## src/rtl/lpcal_pkg.sv

```systemverilog
// Purpose: Shared constants, states and carriers of the low-power calibration sequencer
// Assumes: AXI4-Lite register access with 32-bit data and 12-bit byte addresses
// Notes:   Register byte address is four times the register index
package lpcal_pkg;

   // ************************************************************
   // Bus and counter widths
   // ************************************************************
   localparam int unsigned ADDR_W = 12;
   localparam int unsigned DATA_W = 32;
   localparam int unsigned CNT_W  = 48;

   // ************************************************************
   // Register map (indices) and reset values
   // ************************************************************
   localparam logic [9:0] IDX_LP_CTRL = 10'h06E;
   localparam logic [9:0] IDX_VEC_EN  = 10'h070;
   localparam logic [9:0] IDX_CFG     = 10'h080;
   localparam logic [9:0] IDX_STATUS  = 10'h081;
   localparam logic [7:0] LP_CTRL_RST = 8'h88;
   localparam logic [7:0] VEC_EN_RST  = 8'h00;
   localparam logic [7:0] CFG_RST     = 8'h04;

   // ************************************************************
   // Field positions
   // ************************************************************
   localparam int unsigned SLEEP_LSB    = 5;
   localparam int unsigned SETTLE_LSB   = 3;
   localparam int unsigned WAKE_TRG_BIT = 1;
   localparam int unsigned LP_ON_BIT    = 0;
   localparam int unsigned VEC_EN_BIT   = 0;
   localparam int unsigned BG_ON_BIT    = 0;
   localparam int unsigned SRC_SEL_BIT  = 1;
   localparam int unsigned SOFT_TRG_BIT = 2;

   // ************************************************************
   // Interval timing: (2^k + 1) * unit clock periods
   // ************************************************************
   localparam logic [47:0] SLEEP_EXP_TBL  = {6'h21, 6'h1E, 6'h1B, 6'h18,
                                             6'h15, 6'h12, 6'h0F, 6'h03};
   localparam logic [23:0] SETTLE_EXP_TBL = {6'h18, 6'h15, 6'h12, 6'h03};
   localparam logic [15:0] INTERVAL_UNIT  = 16'h0100;

   // ************************************************************
   // Bus answers, states and carriers
   // ************************************************************
   localparam logic [1:0] RESP_OKAY   = 2'h0;
   localparam logic [1:0] RESP_SLVERR = 2'h2;

   typedef enum logic [1:0] {
      ST_AWAKE  = 2'b00,
      ST_SLEEP  = 2'b01,
      ST_SETTLE = 2'b10,
      ST_CALIB  = 2'b11
   } lpcal_state_e;

   typedef struct packed {
      logic [ADDR_W-1:0] awaddr;
      logic              awvalid;
      logic [DATA_W-1:0] wdata;
      logic [3:0]        wstrb;
      logic              wvalid;
      logic              bready;
      logic [ADDR_W-1:0] araddr;
      logic              arvalid;
      logic              rready;
   } lpcal_axil_req_s;

   typedef struct packed {
      logic              awready;
      logic              wready;
      logic [1:0]        bresp;
      logic              bvalid;
      logic              arready;
      logic [DATA_W-1:0] rdata;
      logic [1:0]        rresp;
      logic              rvalid;
   } lpcal_axil_rsp_s;

   typedef struct packed {
      logic       en;
      logic [9:0] idx;
      logic [7:0] data;
   } lpcal_regwr_s;

   // Mapped register indices
   function automatic logic lpcal_is_mapped(input logic [9:0] idx);
      return (idx == IDX_LP_CTRL) || (idx == IDX_VEC_EN) ||
             (idx == IDX_CFG) || (idx == IDX_STATUS);
   endfunction : lpcal_is_mapped

endpackage : lpcal_pkg

```

## src/rtl/lpcal_axil_slave.sv

```systemverilog
// Purpose: AXI4-Lite slave front end for the calibration sequencer registers
// Assumes: Byte lane 0 carries the 8-bit register data
// Notes:   Unmapped addresses answer SLVERR, reads of them return zero
`timescale 1ns/1ns
module lpcal_axil_slave (
   // Clock and reset
   input  wire logic                      sys_clk_i,
   input  wire logic                      reset_n_i,
   // Bus
   input  wire lpcal_pkg::lpcal_axil_req_s axil_req_i,
   output lpcal_pkg::lpcal_axil_rsp_s      axil_rsp_o,
   // Register side
   output lpcal_pkg::lpcal_regwr_s         reg_wr_o,
   output logic [9:0]                      rd_idx_o,
   input  wire logic [7:0]                 rd_data_i
);
   logic       aw_got;
   logic       w_got;
   logic [9:0] aw_idx;
   logic [7:0] w_byte;
   logic       w_lane;
   logic       bvalid;
   logic [1:0] bresp;
   logic       rvalid;
   logic [1:0] rresp;
   logic [7:0] rdata;
   logic       aw_take;
   logic       w_take;
   logic       do_wr;

   // Handshakes; a new write waits until the previous response is taken
   assign aw_take  = axil_req_i.awvalid && !aw_got && !bvalid;
   assign w_take   = axil_req_i.wvalid && !w_got && !bvalid;
   assign do_wr    = aw_got && w_got;
   assign rd_idx_o = axil_req_i.araddr[11:2];

   // Address and data are latched apart so either may come first
   always_ff @(posedge sys_clk_i) begin
      if (!reset_n_i) begin
         aw_got <= 1'b0;
         w_got  <= 1'b0;
         aw_idx <= 10'h000;
         w_byte <= 8'h00;
         w_lane <= 1'b0;
      end else begin
         if (aw_take) begin
            aw_got <= 1'b1;
            aw_idx <= axil_req_i.awaddr[11:2];
         end else if (do_wr) begin
            aw_got <= 1'b0;
         end
         if (w_take) begin
            w_got  <= 1'b1;
            w_byte <= axil_req_i.wdata[7:0];
            w_lane <= axil_req_i.wstrb[0];
         end else if (do_wr) begin
            w_got <= 1'b0;
         end
      end
   end

   // Write response stands until bready
   always_ff @(posedge sys_clk_i) begin
      if (!reset_n_i) begin
         bvalid <= 1'b0;
         bresp  <= lpcal_pkg::RESP_OKAY;
      end else if (do_wr) begin
         bvalid <= 1'b1;
         bresp  <= lpcal_pkg::lpcal_is_mapped(aw_idx) ? lpcal_pkg::RESP_OKAY
                                                      : lpcal_pkg::RESP_SLVERR;
      end else if (bvalid && axil_req_i.bready) begin
         bvalid <= 1'b0;
      end
   end

   // Read data is captured at the address edge and stands until rready
   always_ff @(posedge sys_clk_i) begin
      if (!reset_n_i) begin
         rvalid <= 1'b0;
         rresp  <= lpcal_pkg::RESP_OKAY;
         rdata  <= 8'h00;
      end else if (axil_req_i.arvalid && !rvalid) begin
         rvalid <= 1'b1;
         rdata  <= rd_data_i;
         rresp  <= lpcal_pkg::lpcal_is_mapped(rd_idx_o) ? lpcal_pkg::RESP_OKAY
                                                        : lpcal_pkg::RESP_SLVERR;
      end else if (rvalid && axil_req_i.rready) begin
         rvalid <= 1'b0;
      end
   end

   // Outputs
   assign reg_wr_o.en        = do_wr && w_lane;
   assign reg_wr_o.idx       = aw_idx;
   assign reg_wr_o.data      = w_byte;
   assign axil_rsp_o.awready = !aw_got && !bvalid;
   assign axil_rsp_o.wready  = !w_got && !bvalid;
   assign axil_rsp_o.bresp   = bresp;
   assign axil_rsp_o.bvalid  = bvalid;
   assign axil_rsp_o.arready = !rvalid;
   assign axil_rsp_o.rdata   = {24'h000000, rdata};
   assign axil_rsp_o.rresp   = rresp;
   assign axil_rsp_o.rvalid  = rvalid;

endmodule : lpcal_axil_slave

```

## src/rtl/lpcal_interval_timer.sv

```systemverilog
// Purpose: Down counter that times one sequencer phase
// Assumes: load_val_i is at least 1
// Notes:   done_o rises load_val_i - 1 cycles after the loading edge
`timescale 1ns/1ns
module lpcal_interval_timer #(
   parameter int unsigned CNT_W = 48
) (
   // Clock and reset
   input  wire logic             sys_clk_i,
   input  wire logic             reset_n_i,
   // Control
   input  wire logic             load_i,
   input  wire logic [CNT_W-1:0] load_val_i,
   output logic [CNT_W-1:0]      count_o,
   output logic                  done_o
);
   // Count to zero and hold there
   always_ff @(posedge sys_clk_i) begin
      if (!reset_n_i) begin
         count_o <= '0;
      end else if (load_i) begin
         count_o <= load_val_i - CNT_W'(1);
      end else if (count_o != '0) begin
         count_o <= count_o - CNT_W'(1);
      end
   end

   assign done_o = (count_o == '0);

endmodule : lpcal_interval_timer

```

## src/rtl/lpcal_ctrl.sv

```systemverilog
// Purpose: Low-power background calibration sequencer with its registers
// Assumes: Calibration engine answers each request with calib_done_i
// Notes:   Exponent tables and unit are parameters so simulation can shorten phases
//
// Summary of operation
// - Sleep code picks (2^k+1)*256 sleep periods
// - Sleep code counts only in enabled autonomous mode
// - Settle code picks (2^k+1)*256 settle periods
// - Settle interval follows every timed or triggered wake-up
// - Trigger select clear means autonomous timed sleep
// - Trigger mode: sleep until trigger is low
// - Low-power enable resets clear, cores awake
// - Low-power enable needs background calibration on
// - Control register resets to 0x88
// - Vector enable bit opens the data port
// - Trigger source: pin or software bit
`timescale 1ns/1ns
module lpcal_ctrl #(
   parameter int unsigned NUM_CORES     = 2,
   parameter logic [47:0] SLEEP_EXP     = lpcal_pkg::SLEEP_EXP_TBL,
   parameter logic [23:0] SETTLE_EXP    = lpcal_pkg::SETTLE_EXP_TBL,
   parameter logic [15:0] INTERVAL_UNIT = lpcal_pkg::INTERVAL_UNIT
) (
   // Clock and reset
   input  wire logic                       sys_clk_i,
   input  wire logic                       reset_n_i,
   // Register bus
   input  wire lpcal_pkg::lpcal_axil_req_s axil_req_i,
   output lpcal_pkg::lpcal_axil_rsp_s      axil_rsp_o,
   // Trigger and calibration engine
   input  wire logic                       calib_trigger_pin_i,
   input  wire logic                       calib_done_i,
   // Core control
   output logic [NUM_CORES-1:0]            core_sleep_o,
   output logic [NUM_CORES-1:0]            core_calib_o,
   output logic                            calib_vector_port_en_o
);
   localparam int unsigned CNT_W = lpcal_pkg::CNT_W;
   localparam int unsigned IDX_W = (NUM_CORES > 1) ? $clog2(NUM_CORES) : 1;

   // ************************************************************
   // Parameter checks
   // ************************************************************
   if (NUM_CORES < 1 || NUM_CORES > 16) begin : g_bad_cores
      $error("NUM_CORES must lie between 1 and 16");
   end
   if (INTERVAL_UNIT == 16'h0000) begin : g_bad_unit
      $error("INTERVAL_UNIT must not be zero");
   end

   // ************************************************************
   // Declarations
   // ************************************************************
   lpcal_pkg::lpcal_regwr_s reg_wr;
   lpcal_pkg::lpcal_state_e state;
   lpcal_pkg::lpcal_state_e next_state;
   logic [7:0]              lp_ctrl;
   logic [7:0]              vec_en;
   logic [7:0]              cfg;
   logic [9:0]              rd_idx;
   logic [7:0]              rd_data;
   logic [7:0]              status;
   logic                    trig_meta;
   logic                    trig_sync;
   logic                    trig_sel;
   logic                    lp_active;
   logic                    wake_on_trig;
   logic [2:0]              sleep_code;
   logic [1:0]              settle_code;
   logic [5:0]              sleep_k;
   logic [5:0]              settle_k;
   logic [CNT_W-1:0]        sleep_len;
   logic [CNT_W-1:0]        settle_len;
   logic                    tmr_load;
   logic [CNT_W-1:0]        tmr_val;
   logic [CNT_W-1:0]        tmr_cnt;
   logic                    tmr_done;
   logic [IDX_W-1:0]        core_idx;
   logic [IDX_W-1:0]        next_core_idx;

   // ************************************************************
   // Register bus front end
   // ************************************************************
   lpcal_axil_slave u_slave (
      .sys_clk_i  (sys_clk_i),
      .reset_n_i  (reset_n_i),
      .axil_req_i (axil_req_i),
      .axil_rsp_o (axil_rsp_o),
      .reg_wr_o   (reg_wr),
      .rd_idx_o   (rd_idx),
      .rd_data_i  (rd_data)
   );

   // Control register, reserved bit 2 kept as plain storage
   always_ff @(posedge sys_clk_i) begin
      if (!reset_n_i) begin
         lp_ctrl <= lpcal_pkg::LP_CTRL_RST;
      end else if (reg_wr.en && reg_wr.idx == lpcal_pkg::IDX_LP_CTRL) begin
         lp_ctrl <= reg_wr.data;
      end
   end

   // Vector access enable register
   always_ff @(posedge sys_clk_i) begin
      if (!reset_n_i) begin
         vec_en <= lpcal_pkg::VEC_EN_RST;
      end else if (reg_wr.en && reg_wr.idx == lpcal_pkg::IDX_VEC_EN) begin
         vec_en <= reg_wr.data;
      end
   end

   // Configuration: background enable, trigger source, software trigger
   always_ff @(posedge sys_clk_i) begin
      if (!reset_n_i) begin
         cfg <= lpcal_pkg::CFG_RST;
      end else if (reg_wr.en && reg_wr.idx == lpcal_pkg::IDX_CFG) begin
         cfg <= {5'h00, reg_wr.data[2:0]};
      end
   end

   // Status shows the sequencer itself
   assign status = {4'(core_idx), trig_sel, lp_active, state};

   // Read decode; unmapped indices read zero
   always_comb begin
      case (rd_idx)
         lpcal_pkg::IDX_LP_CTRL: rd_data = lp_ctrl;
         lpcal_pkg::IDX_VEC_EN:  rd_data = vec_en;
         lpcal_pkg::IDX_CFG:     rd_data = cfg;
         lpcal_pkg::IDX_STATUS:  rd_data = status;
         default:                rd_data = 8'h00;
      endcase
   end

   // ************************************************************
   // Trigger selection
   // ************************************************************
   // Pin is asynchronous to the sampling clock: two flops first
   always_ff @(posedge sys_clk_i) begin
      if (!reset_n_i) begin
         trig_meta <= 1'b1;
         trig_sync <= 1'b1;
      end else begin
         trig_meta <= calib_trigger_pin_i;
         trig_sync <= trig_meta;
      end
   end

   // The source not selected has no effect at all
   assign trig_sel = cfg[lpcal_pkg::SRC_SEL_BIT] ? trig_sync
                                                 : cfg[lpcal_pkg::SOFT_TRG_BIT];

   // ************************************************************
   // Mode decode and interval lengths
   // ************************************************************
   // Low-power enable is ignored while background calibration is off
   assign lp_active    = lp_ctrl[lpcal_pkg::LP_ON_BIT]
                         && cfg[lpcal_pkg::BG_ON_BIT];
   assign wake_on_trig = lp_ctrl[lpcal_pkg::WAKE_TRG_BIT];
   assign sleep_code   = lp_ctrl[lpcal_pkg::SLEEP_LSB +: 3];
   assign settle_code  = lp_ctrl[lpcal_pkg::SETTLE_LSB +: 2];
   assign sleep_k      = SLEEP_EXP[6*sleep_code +: 6];
   assign settle_k     = SETTLE_EXP[6*settle_code +: 6];

   // 48 bits hold the longest sleep, (2^33+1)*256 periods
   assign sleep_len  = ((CNT_W'(1) << sleep_k) + CNT_W'(1))
                       * CNT_W'(INTERVAL_UNIT);
   assign settle_len = ((CNT_W'(1) << settle_k) + CNT_W'(1))
                       * CNT_W'(INTERVAL_UNIT);

   // ************************************************************
   // Phase timer
   // ************************************************************
   lpcal_interval_timer #(
      .CNT_W (CNT_W)
   ) u_timer (
      .sys_clk_i  (sys_clk_i),
      .reset_n_i  (reset_n_i),
      .load_i     (tmr_load),
      .load_val_i (tmr_val),
      .count_o    (tmr_cnt),
      .done_o     (tmr_done)
   );

   // ************************************************************
   // Sequencer
   // ************************************************************
   // Next state; timer restarts on each entry to sleep or settle
   always_comb begin
      next_state    = state;
      next_core_idx = core_idx;
      tmr_load      = 1'b0;
      tmr_val       = sleep_len;
      if (!lp_active) begin
         next_state = lpcal_pkg::ST_AWAKE;
      end else begin
         case (state)
            lpcal_pkg::ST_AWAKE: begin
               next_state = lpcal_pkg::ST_SLEEP;
               tmr_load   = 1'b1;
            end
            lpcal_pkg::ST_SLEEP: begin
               // Trigger mode never looks at the sleep timer
               if (wake_on_trig ? !trig_sel : tmr_done) begin
                  next_state = lpcal_pkg::ST_SETTLE;
                  tmr_load   = 1'b1;
                  tmr_val    = settle_len;
               end
            end
            lpcal_pkg::ST_SETTLE: begin
               if (tmr_done) begin
                  next_state = lpcal_pkg::ST_CALIB;
               end
            end
            lpcal_pkg::ST_CALIB: begin
               if (calib_done_i) begin
                  next_state = lpcal_pkg::ST_SLEEP;
                  tmr_load   = 1'b1;
                  if (core_idx == IDX_W'(NUM_CORES - 1)) begin
                     next_core_idx = '0;
                  end else begin
                     next_core_idx = core_idx + IDX_W'(1);
                  end
               end
            end
            default: begin
               next_state = lpcal_pkg::ST_AWAKE;
            end
         endcase
      end
   end

   // State register
   always_ff @(posedge sys_clk_i) begin
      if (!reset_n_i) begin
         state <= lpcal_pkg::ST_AWAKE;
      end else begin
         state <= next_state;
      end
   end

   // Core pointer; a fresh enable starts over at core 0
   always_ff @(posedge sys_clk_i) begin
      if (!reset_n_i) begin
         core_idx <= '0;
      end else if (!lp_active) begin
         core_idx <= '0;
      end else begin
         core_idx <= next_core_idx;
      end
   end

   // ************************************************************
   // Core outputs, registered to keep the analog controls glitch free
   // ************************************************************
   for (genvar c = 0; c < NUM_CORES; c++) begin : g_core
      always_ff @(posedge sys_clk_i) begin
         if (!reset_n_i) begin
            core_sleep_o[c] <= 1'b0;
            core_calib_o[c] <= 1'b0;
         end else begin
            core_sleep_o[c] <= (next_state == lpcal_pkg::ST_SLEEP)
                               && (next_core_idx == IDX_W'(c));
            core_calib_o[c] <= (next_state == lpcal_pkg::ST_CALIB)
                               && (next_core_idx == IDX_W'(c));
         end
      end
   end

   // Data port gate follows the vector enable bit
   always_ff @(posedge sys_clk_i) begin
      if (!reset_n_i) begin
         calib_vector_port_en_o <= 1'b0;
      end else begin
         calib_vector_port_en_o <= vec_en[lpcal_pkg::VEC_EN_BIT];
      end
   end
endmodule : lpcal_ctrl

```

## config.mk

```make
export PLATFORM = sky130hd
export DESIGN_NAME = lpcal_ctrl
export DESIGN_NICKNAME = d
export VERILOG_FILES = /design/src/rtl/lpcal_pkg.sv /design/src/rtl/lpcal_axil_slave.sv /design/src/rtl/lpcal_interval_timer.sv /design/src/rtl/lpcal_ctrl.sv
export SDC_FILE = /design/constraint.sdc
export NUM_CORES = 1
export LEC_CHECK = 0
export BUFFER_PORTS_ARGS = -buffer_cell sky130_fd_sc_hd__buf_2
export CAP_MARGIN = 20
export CELL_PAD_IN_SITES_DETAIL_PLACEMENT = 1
export CELL_PAD_IN_SITES_GLOBAL_PLACEMENT = 1
export CORE_MARGIN = 1.5
export CORE_UTILIZATION = 35
export CTS_BUF_LIST = sky130_fd_sc_hd__clkbuf_16
export CTS_CLUSTER_SIZE = 25
export DETAILED_ROUTE_END_ITERATION = 10
export PLACE_DENSITY_LB_ADDON = 0.15
export SLEW_MARGIN = 10
export SYNTH_ARGS = -nofsm -noshare
export SYNTH_HDL_FRONTEND = slang
export SYNTH_SLANG_ARGS = --single-unit
```

## constraint.sdc

```tcl
create_clock -name sys_clk_i -period 4.9 [get_ports sys_clk_i]
set_input_delay 0.98 -clock sys_clk_i [delete_from_list [all_inputs] [get_ports sys_clk_i]]
set_output_delay 0.98 -clock sys_clk_i [all_outputs]
set_load 0.02 [all_outputs]
```

* Word level (Yosys, flattened, before mapping) *
Cells that the tools add are included.

storage, ports and cells
  register bits after elaboration = 112
  input port bits = 69
  output and inout bits = 46

operators by class
  $add $sub $neg = 5
  multiply operators = 2
  equality and inequality tests = 13
  shifts and indexed selects = 4
  mux-type cells = 30
  bitwise operators = 1
  reductions and logical operators = 39

operator list
  operator                                                     count
  2-to-1 mux 48 bit                                            5
  subtractor 48 x 1 -> 48 bit (second input constant)          2
  adder 40 x 1 -> 40 bit (second input constant)               2
  << shifter 1 x 6 -> 40 bit (first input constant)            2
  zero test 48 bit                                             1
  nonzero test 48 bit                                          1
  variable part select 48 x 7 -> 6 bit (first input constant)  1
  == test 10 x 7 -> 1 bit (second input constant)              4
  == test 10 x 8 -> 1 bit (second input constant)              4
  case mux 8 bit (4 select lines)                              1
  variable part select 24 x 6 -> 6 bit (first input constant)  1
  logical AND 1 bit                                            19
  2-to-1 mux 1 bit                                             16
  2-to-1 mux 2 bit                                             6
  nonzero test 2 bit                                           5
  case mux 2 bit (4 select lines)                              1
  == test 2 bit (second input constant)                        3
  logical OR 1 bit                                             6
  zero test 1 bit                                              5
  multiplier 2 x 3 -> 5 bit (first input constant)             1
  == test 2 x 1 -> 1 bit (second input constant)               2
  multiplier 2 x 2 -> 4 bit (first input constant)             1
  case mux 1 bit (3 select lines)                              1
  zero test 2 bit                                              1
  other kinds (3)                                              3

* Longest topological paths before layout *
  word-level depth = 9
  gate-level depth with buffers = 19
  depth with buffers taken out = 15

* Hierarchy *
From an unflattened synthesis, not the netlist that was laid out.

unflattened totals
  cells, all modules = 854
  area total of the unflattened synthesis = 7074.3 um^2

modules (own cells, without submodules)
  module                times used  cells an instance  area an instance (um^2)  seq. area each (um^2)
  lpcal_interval_timer  1           422                3455.8                   960.9
  lpcal_ctrl            1           233                1974.4                   580.6
  lpcal_axil_slave      1           199                1644.1                   660.6

* Worst setup path after synthesis *
Ideal clock, no wire load.

  path type = input-to-reg
  start = input calib_done_i
  end = register u_timer.count_o[36]
  library setup time = 0.123 ns
  data arrival time = 4.113 ns
  data required time = 4.777 ns
  setup slack = 0.664 ns
  stages = 15
  path buffers = 4
  cells stage by stage = a21bo_2 > o311ai_1 > nor2_1 > a21oi_4 > clkbuf_1 > clkbuf_1 > buf_2 > buf_2 > nand2_1 > ha_1 > o21ai_1 > a2111o_1 > nor4_4 > o311ai_1 > mux2_1

between the ends
  cells in the longest elaborated chain, start to end = 4
  elaborated cells between the ends (all ways) = 5

RTL lines
  item                                                     line                        RTL
  start, declared                                          lpcal_ctrl.sv:32            input wire logic calib_done_i,
  2-to-1 mux 1 bit *                                       lpcal_ctrl.sv:216           if (calib_done_i) begin
  case mux 1 bit (3 select lines) *                        lpcal_ctrl.sv:197           case (state)
  2-to-1 mux 1 bit *                                       lpcal_ctrl.sv:194           if (!lp_active) begin
  2-to-1 mux 48 bit or nonzero test 2 bit (tied branches)  n/a
  end signal, assigned                                     lpcal_interval_timer.sv:22  count_o <= load_val_i - CNT_W'(1);
  end signal, assigned                                     lpcal_interval_timer.sv:24  count_o <= count_o - CNT_W'(1);
  end, declared                                            lpcal_interval_timer.sv:14  output logic [CNT_W-1:0] count_o,

Mark *: on every way between the ends. The rest lies on a longest branch, timed or not.
A chain may end at the register's enable or synchronous reset.

* Worst setup path after layout *
  start = register lp_ctrl[6]
  end = register u_timer.count_o[36]

between the ends
  cells in the longest elaborated chain, start to end = 9

RTL lines
  item                                    line                        RTL
  start, declared                         lpcal_ctrl.sv:57            logic [7:0] lp_ctrl;
  start signal, assigned                  lpcal_ctrl.sv:97            lp_ctrl <= lpcal_pkg::LP_CTRL_RST;
  start signal, assigned                  lpcal_ctrl.sv:99            lp_ctrl <= reg_wr.data;
  multiplier 2 x 3 -> 5 bit *             lpcal_ctrl.sv:162           assign sleep_k = SLEEP_EXP[6*sleep_code +: 6];
  variable part select 48 x 7 -> 6 bit *  lpcal_ctrl.sv:162
  << shifter 1 x 6 -> 40 bit *            lpcal_ctrl.sv:166           assign sleep_len = ((CNT_W'(1) << sleep_k) + CNT_W'(1))
  adder 40 x 1 -> 40 bit *                lpcal_ctrl.sv:166
  2-to-1 mux 48 bit                       lpcal_ctrl.sv:204           if (wake_on_trig ? !trig_sel : tmr_done) begin
  2-to-1 mux 48 bit                       lpcal_ctrl.sv:197
  2-to-1 mux 48 bit *                     lpcal_ctrl.sv:194
  subtractor 48 x 1 -> 48 bit *           lpcal_interval_timer.sv:22
  2-to-1 mux 48 bit *                     lpcal_interval_timer.sv:21  end else if (load_i) begin

Marked as above.

==> flow_summary.toml <==
[yosys]
synth-main-ff-cell = "dfxtp_1"
synth_compound_area_share_pct = 22.8
synth_top_family_by_area = "simple AND/OR/NAND/NOR gates"
synthesis.area_um2 = 6890
synthCells = 873
synth_top_area_share_pct = 32.0
ys_top_cells_by_area = "dfxtp_1, nand2_1, nor2_1"
synthMuxAreaShare_pct = 4.91
synth_simple_gate_area_share_pct = 28.5
yosys.area.top_type = "dfxtp_1"
avgSynthCellArea_um2 = 7.89
synth_edf_count = 0
ys_seq_area_share_pct = 32.0
async_flop_share_pct = 0
ys_warn_count = 0
synth_adder_area_share_pct = 1.27
synth_seq_cells = 110
synth-xor-area-share_pct = 3.18
synth.distinct_cells = 87

[clocking]
post_cts_resized = 0
clock_latency_ns = 0.37
cts_tree = "yes"
clock-sinks = 110
hold_buffers = 0
cts_buffers = 9
clk_pin_slew_ns = 0.08
clock-root-buffer = "clkbuf_16"
clock_path_buffers = 2
htreeDepth = 3
postCtsSetupBuffers = 0

[worst_setup_path]
cp_max_fo = 15
end_kind = "register"
critPathSlowestCell = "ha_1"
cpPeakStageDelay_ns = 0.44
critPathLaunchType = "register"
worstSetupPathType = "reg -> reg"
cp_common_cell = "ha_1"
cp_data_required_time_ns = 5.15
cp_cell_sequence = "buf_4, ha_1, nand3b_1, nor3_1, ha_1, nand2b_1, nor4_1, mux2i_1, a2111o_1, nor4_4, o311ai_1, mux2_1"
arrival_ns = 4.39
path_delay_family = "simple AND/OR/NAND/NOR gates"
crit_buf_inv = 1

[sta]
period_needed_ns = 4.15
final-setup-viol-count = 0
fin_ws_ns = 0.754
worst_slew_pin_slew_ns = 1.02
rsz0062_at_grt = "no"
drv_slew = 0
clock_skew_ns = 0.0129
max-slew-margin-rel_pct = 31.9
period_share_pct = 84.6
hold_viol = 0
fmax_mhz = 241
setup_tns_ns = 0

[routing]
vias = 6564
drt_iter0_markers = 374
wl_per_cell_um = 18.2
dr.max_layer_used = "met4"
wirelength_met1_mm = 10.7
final_antenna_net_count = 0
via_per_inst = 5.54
drt_first_pass_iters = 5
wl_met2_mm = 9.64
wl_met3_mm = 1.05
drc = 0
wl_mm = 21.6

[power_and_ir_drop]
leakage_uw = 0.00283
ir_worst_vdd_mv = 0.217
powerDensity_nw_per_um2 = 489

[grt]
antenna_found_initial = 0
grt_max_degree = 75
overflow = 0
grt_pass1_wl_mm = 34.9
grt_pass1_vias = 6423
grtUsageTotal_pct = 21.6

[status]
status = "finished clean"

[finish]
nNetsFinal = 991
diodes = 0
layout_commonest_cell = "dfxtp_1"
layout_common_cells = "dfxtp_1, nand2_1, nor2_1"
drive_above_1_share_pct = 13.0
fill_cells = 2398
final_cell_count_no_fill = 1185
area_growth_pct = 10.9

[place]
place_inst = 1169
dp_hpwl_mm = 15.9
dp_slack_ns = 0.586
portBuffers = 57
routabilityCongestion = 0.866

[floorplanning]
start_util_pct = 35.5
rows = 51
num_io_pins = 115
die_h_um = 143
fp.dieW_um = 143
die_area_um2 = 20500
coreArea_um2 = 19400

[job]
cap_violations = 0

[hold_path]
hp-class = "reg -> reg"
## registers in the layout (all words and copies together), names as in the netlist, 2 cells and up
signal	cells
cfg	3
u_slave.rdata	8
u_slave.aw_idx	10
vec_en	8
lp_ctrl	8
state	2
core_sleep_o	2
u_timer.count_o	48
u_slave.w_byte	8
core_calib_o	2
## path summary, 6_finish.rpt
kind | slack [ns] | start | cells after the start | endpoint
hold / removal | 0.43 | trig_meta$_SDFF_PN1_ | 1 | trig_sync$_SDFF_PN1_
setup / recovery | 0.75 | lp_ctrl[6]$_SDFFE_PN0P_ | 12 | u_timer.count_o[36]$_SDFFE_PN0P_
hold reg to reg | 0.43 | trig_meta$_SDFF_PN1_ | 1 | trig_sync$_SDFF_PN1_
setup reg to reg | 0.75 | lp_ctrl[6]$_SDFFE_PN0P_ | 12 | u_timer.count_o[36]$_SDFFE_PN0P_
## synthesized netlist by cell type (14+ instances only)
library cell	count
nand2_1	108
nand2b_1	14
dfxtp_1	110
xnor2_1	16
nor3_1	40
o21ai_0	33
nor2b_1	26
a21oi_1	44
nand3_1	24
and2_1	14
nor2_1	79
buf_2	14
a22oi_1	21
mux2i_1	27
nor4_1	17
a21boi_0	30
clkbuf_1	23
buf_4	33
## stage by stage
step                      area [um2]  power, uW  hold slack [ns]  utilization (%)
after floorplan                 6990       2540            0.386                -
after global placement          7350       2970            0.389             37.9
after detailed placement        7350       2990            0.405             37.9
after CTS                       7640       3740            0.439             39.4
after global routing            7640       4000            0.479             39.4
final                           7640       3740            0.431             39.4
## final cells by class
type | instances | area [um2] | share of cell area [%]
clock inverters | 7 | 62.6 | 0.819
inverters | 13 | 48.8 | 0.639
multi-input cells | 699 | 4280 | 56.1
clock buffers | 9 | 225 | 2.95
well taps | 265 | 332 | 4.34
flip-flops and latches | 110 | 2200 | 28.8
repair buffers | 82 | 485 | 6.36
## logic make-up after synthesis
group | count (synthesis)
other | 1
adder cells (fa/ha/maj) | 7
AO/OA/AOI/OAI | 222
buffers and inverters | 91
AND/OR/NAND/NOR | 385
flip-flops | 110
multiplexers | 32
XOR/XNOR | 25
## report_power, final
part	internal (uW)	switching, uW
sequential	1030	141
clock	359	386
combinational	691	1130
## routing by layer
layer | vias to the layer above | global-route usage [%]
met4 | 0 | 4.83
met1 | 3204 | 30.6
li1 | 3202 | -
met2 | 143 | 34.6
met5 | - | 0
met3 | 15 | 3.29
(Power assumes the default switching activity.)
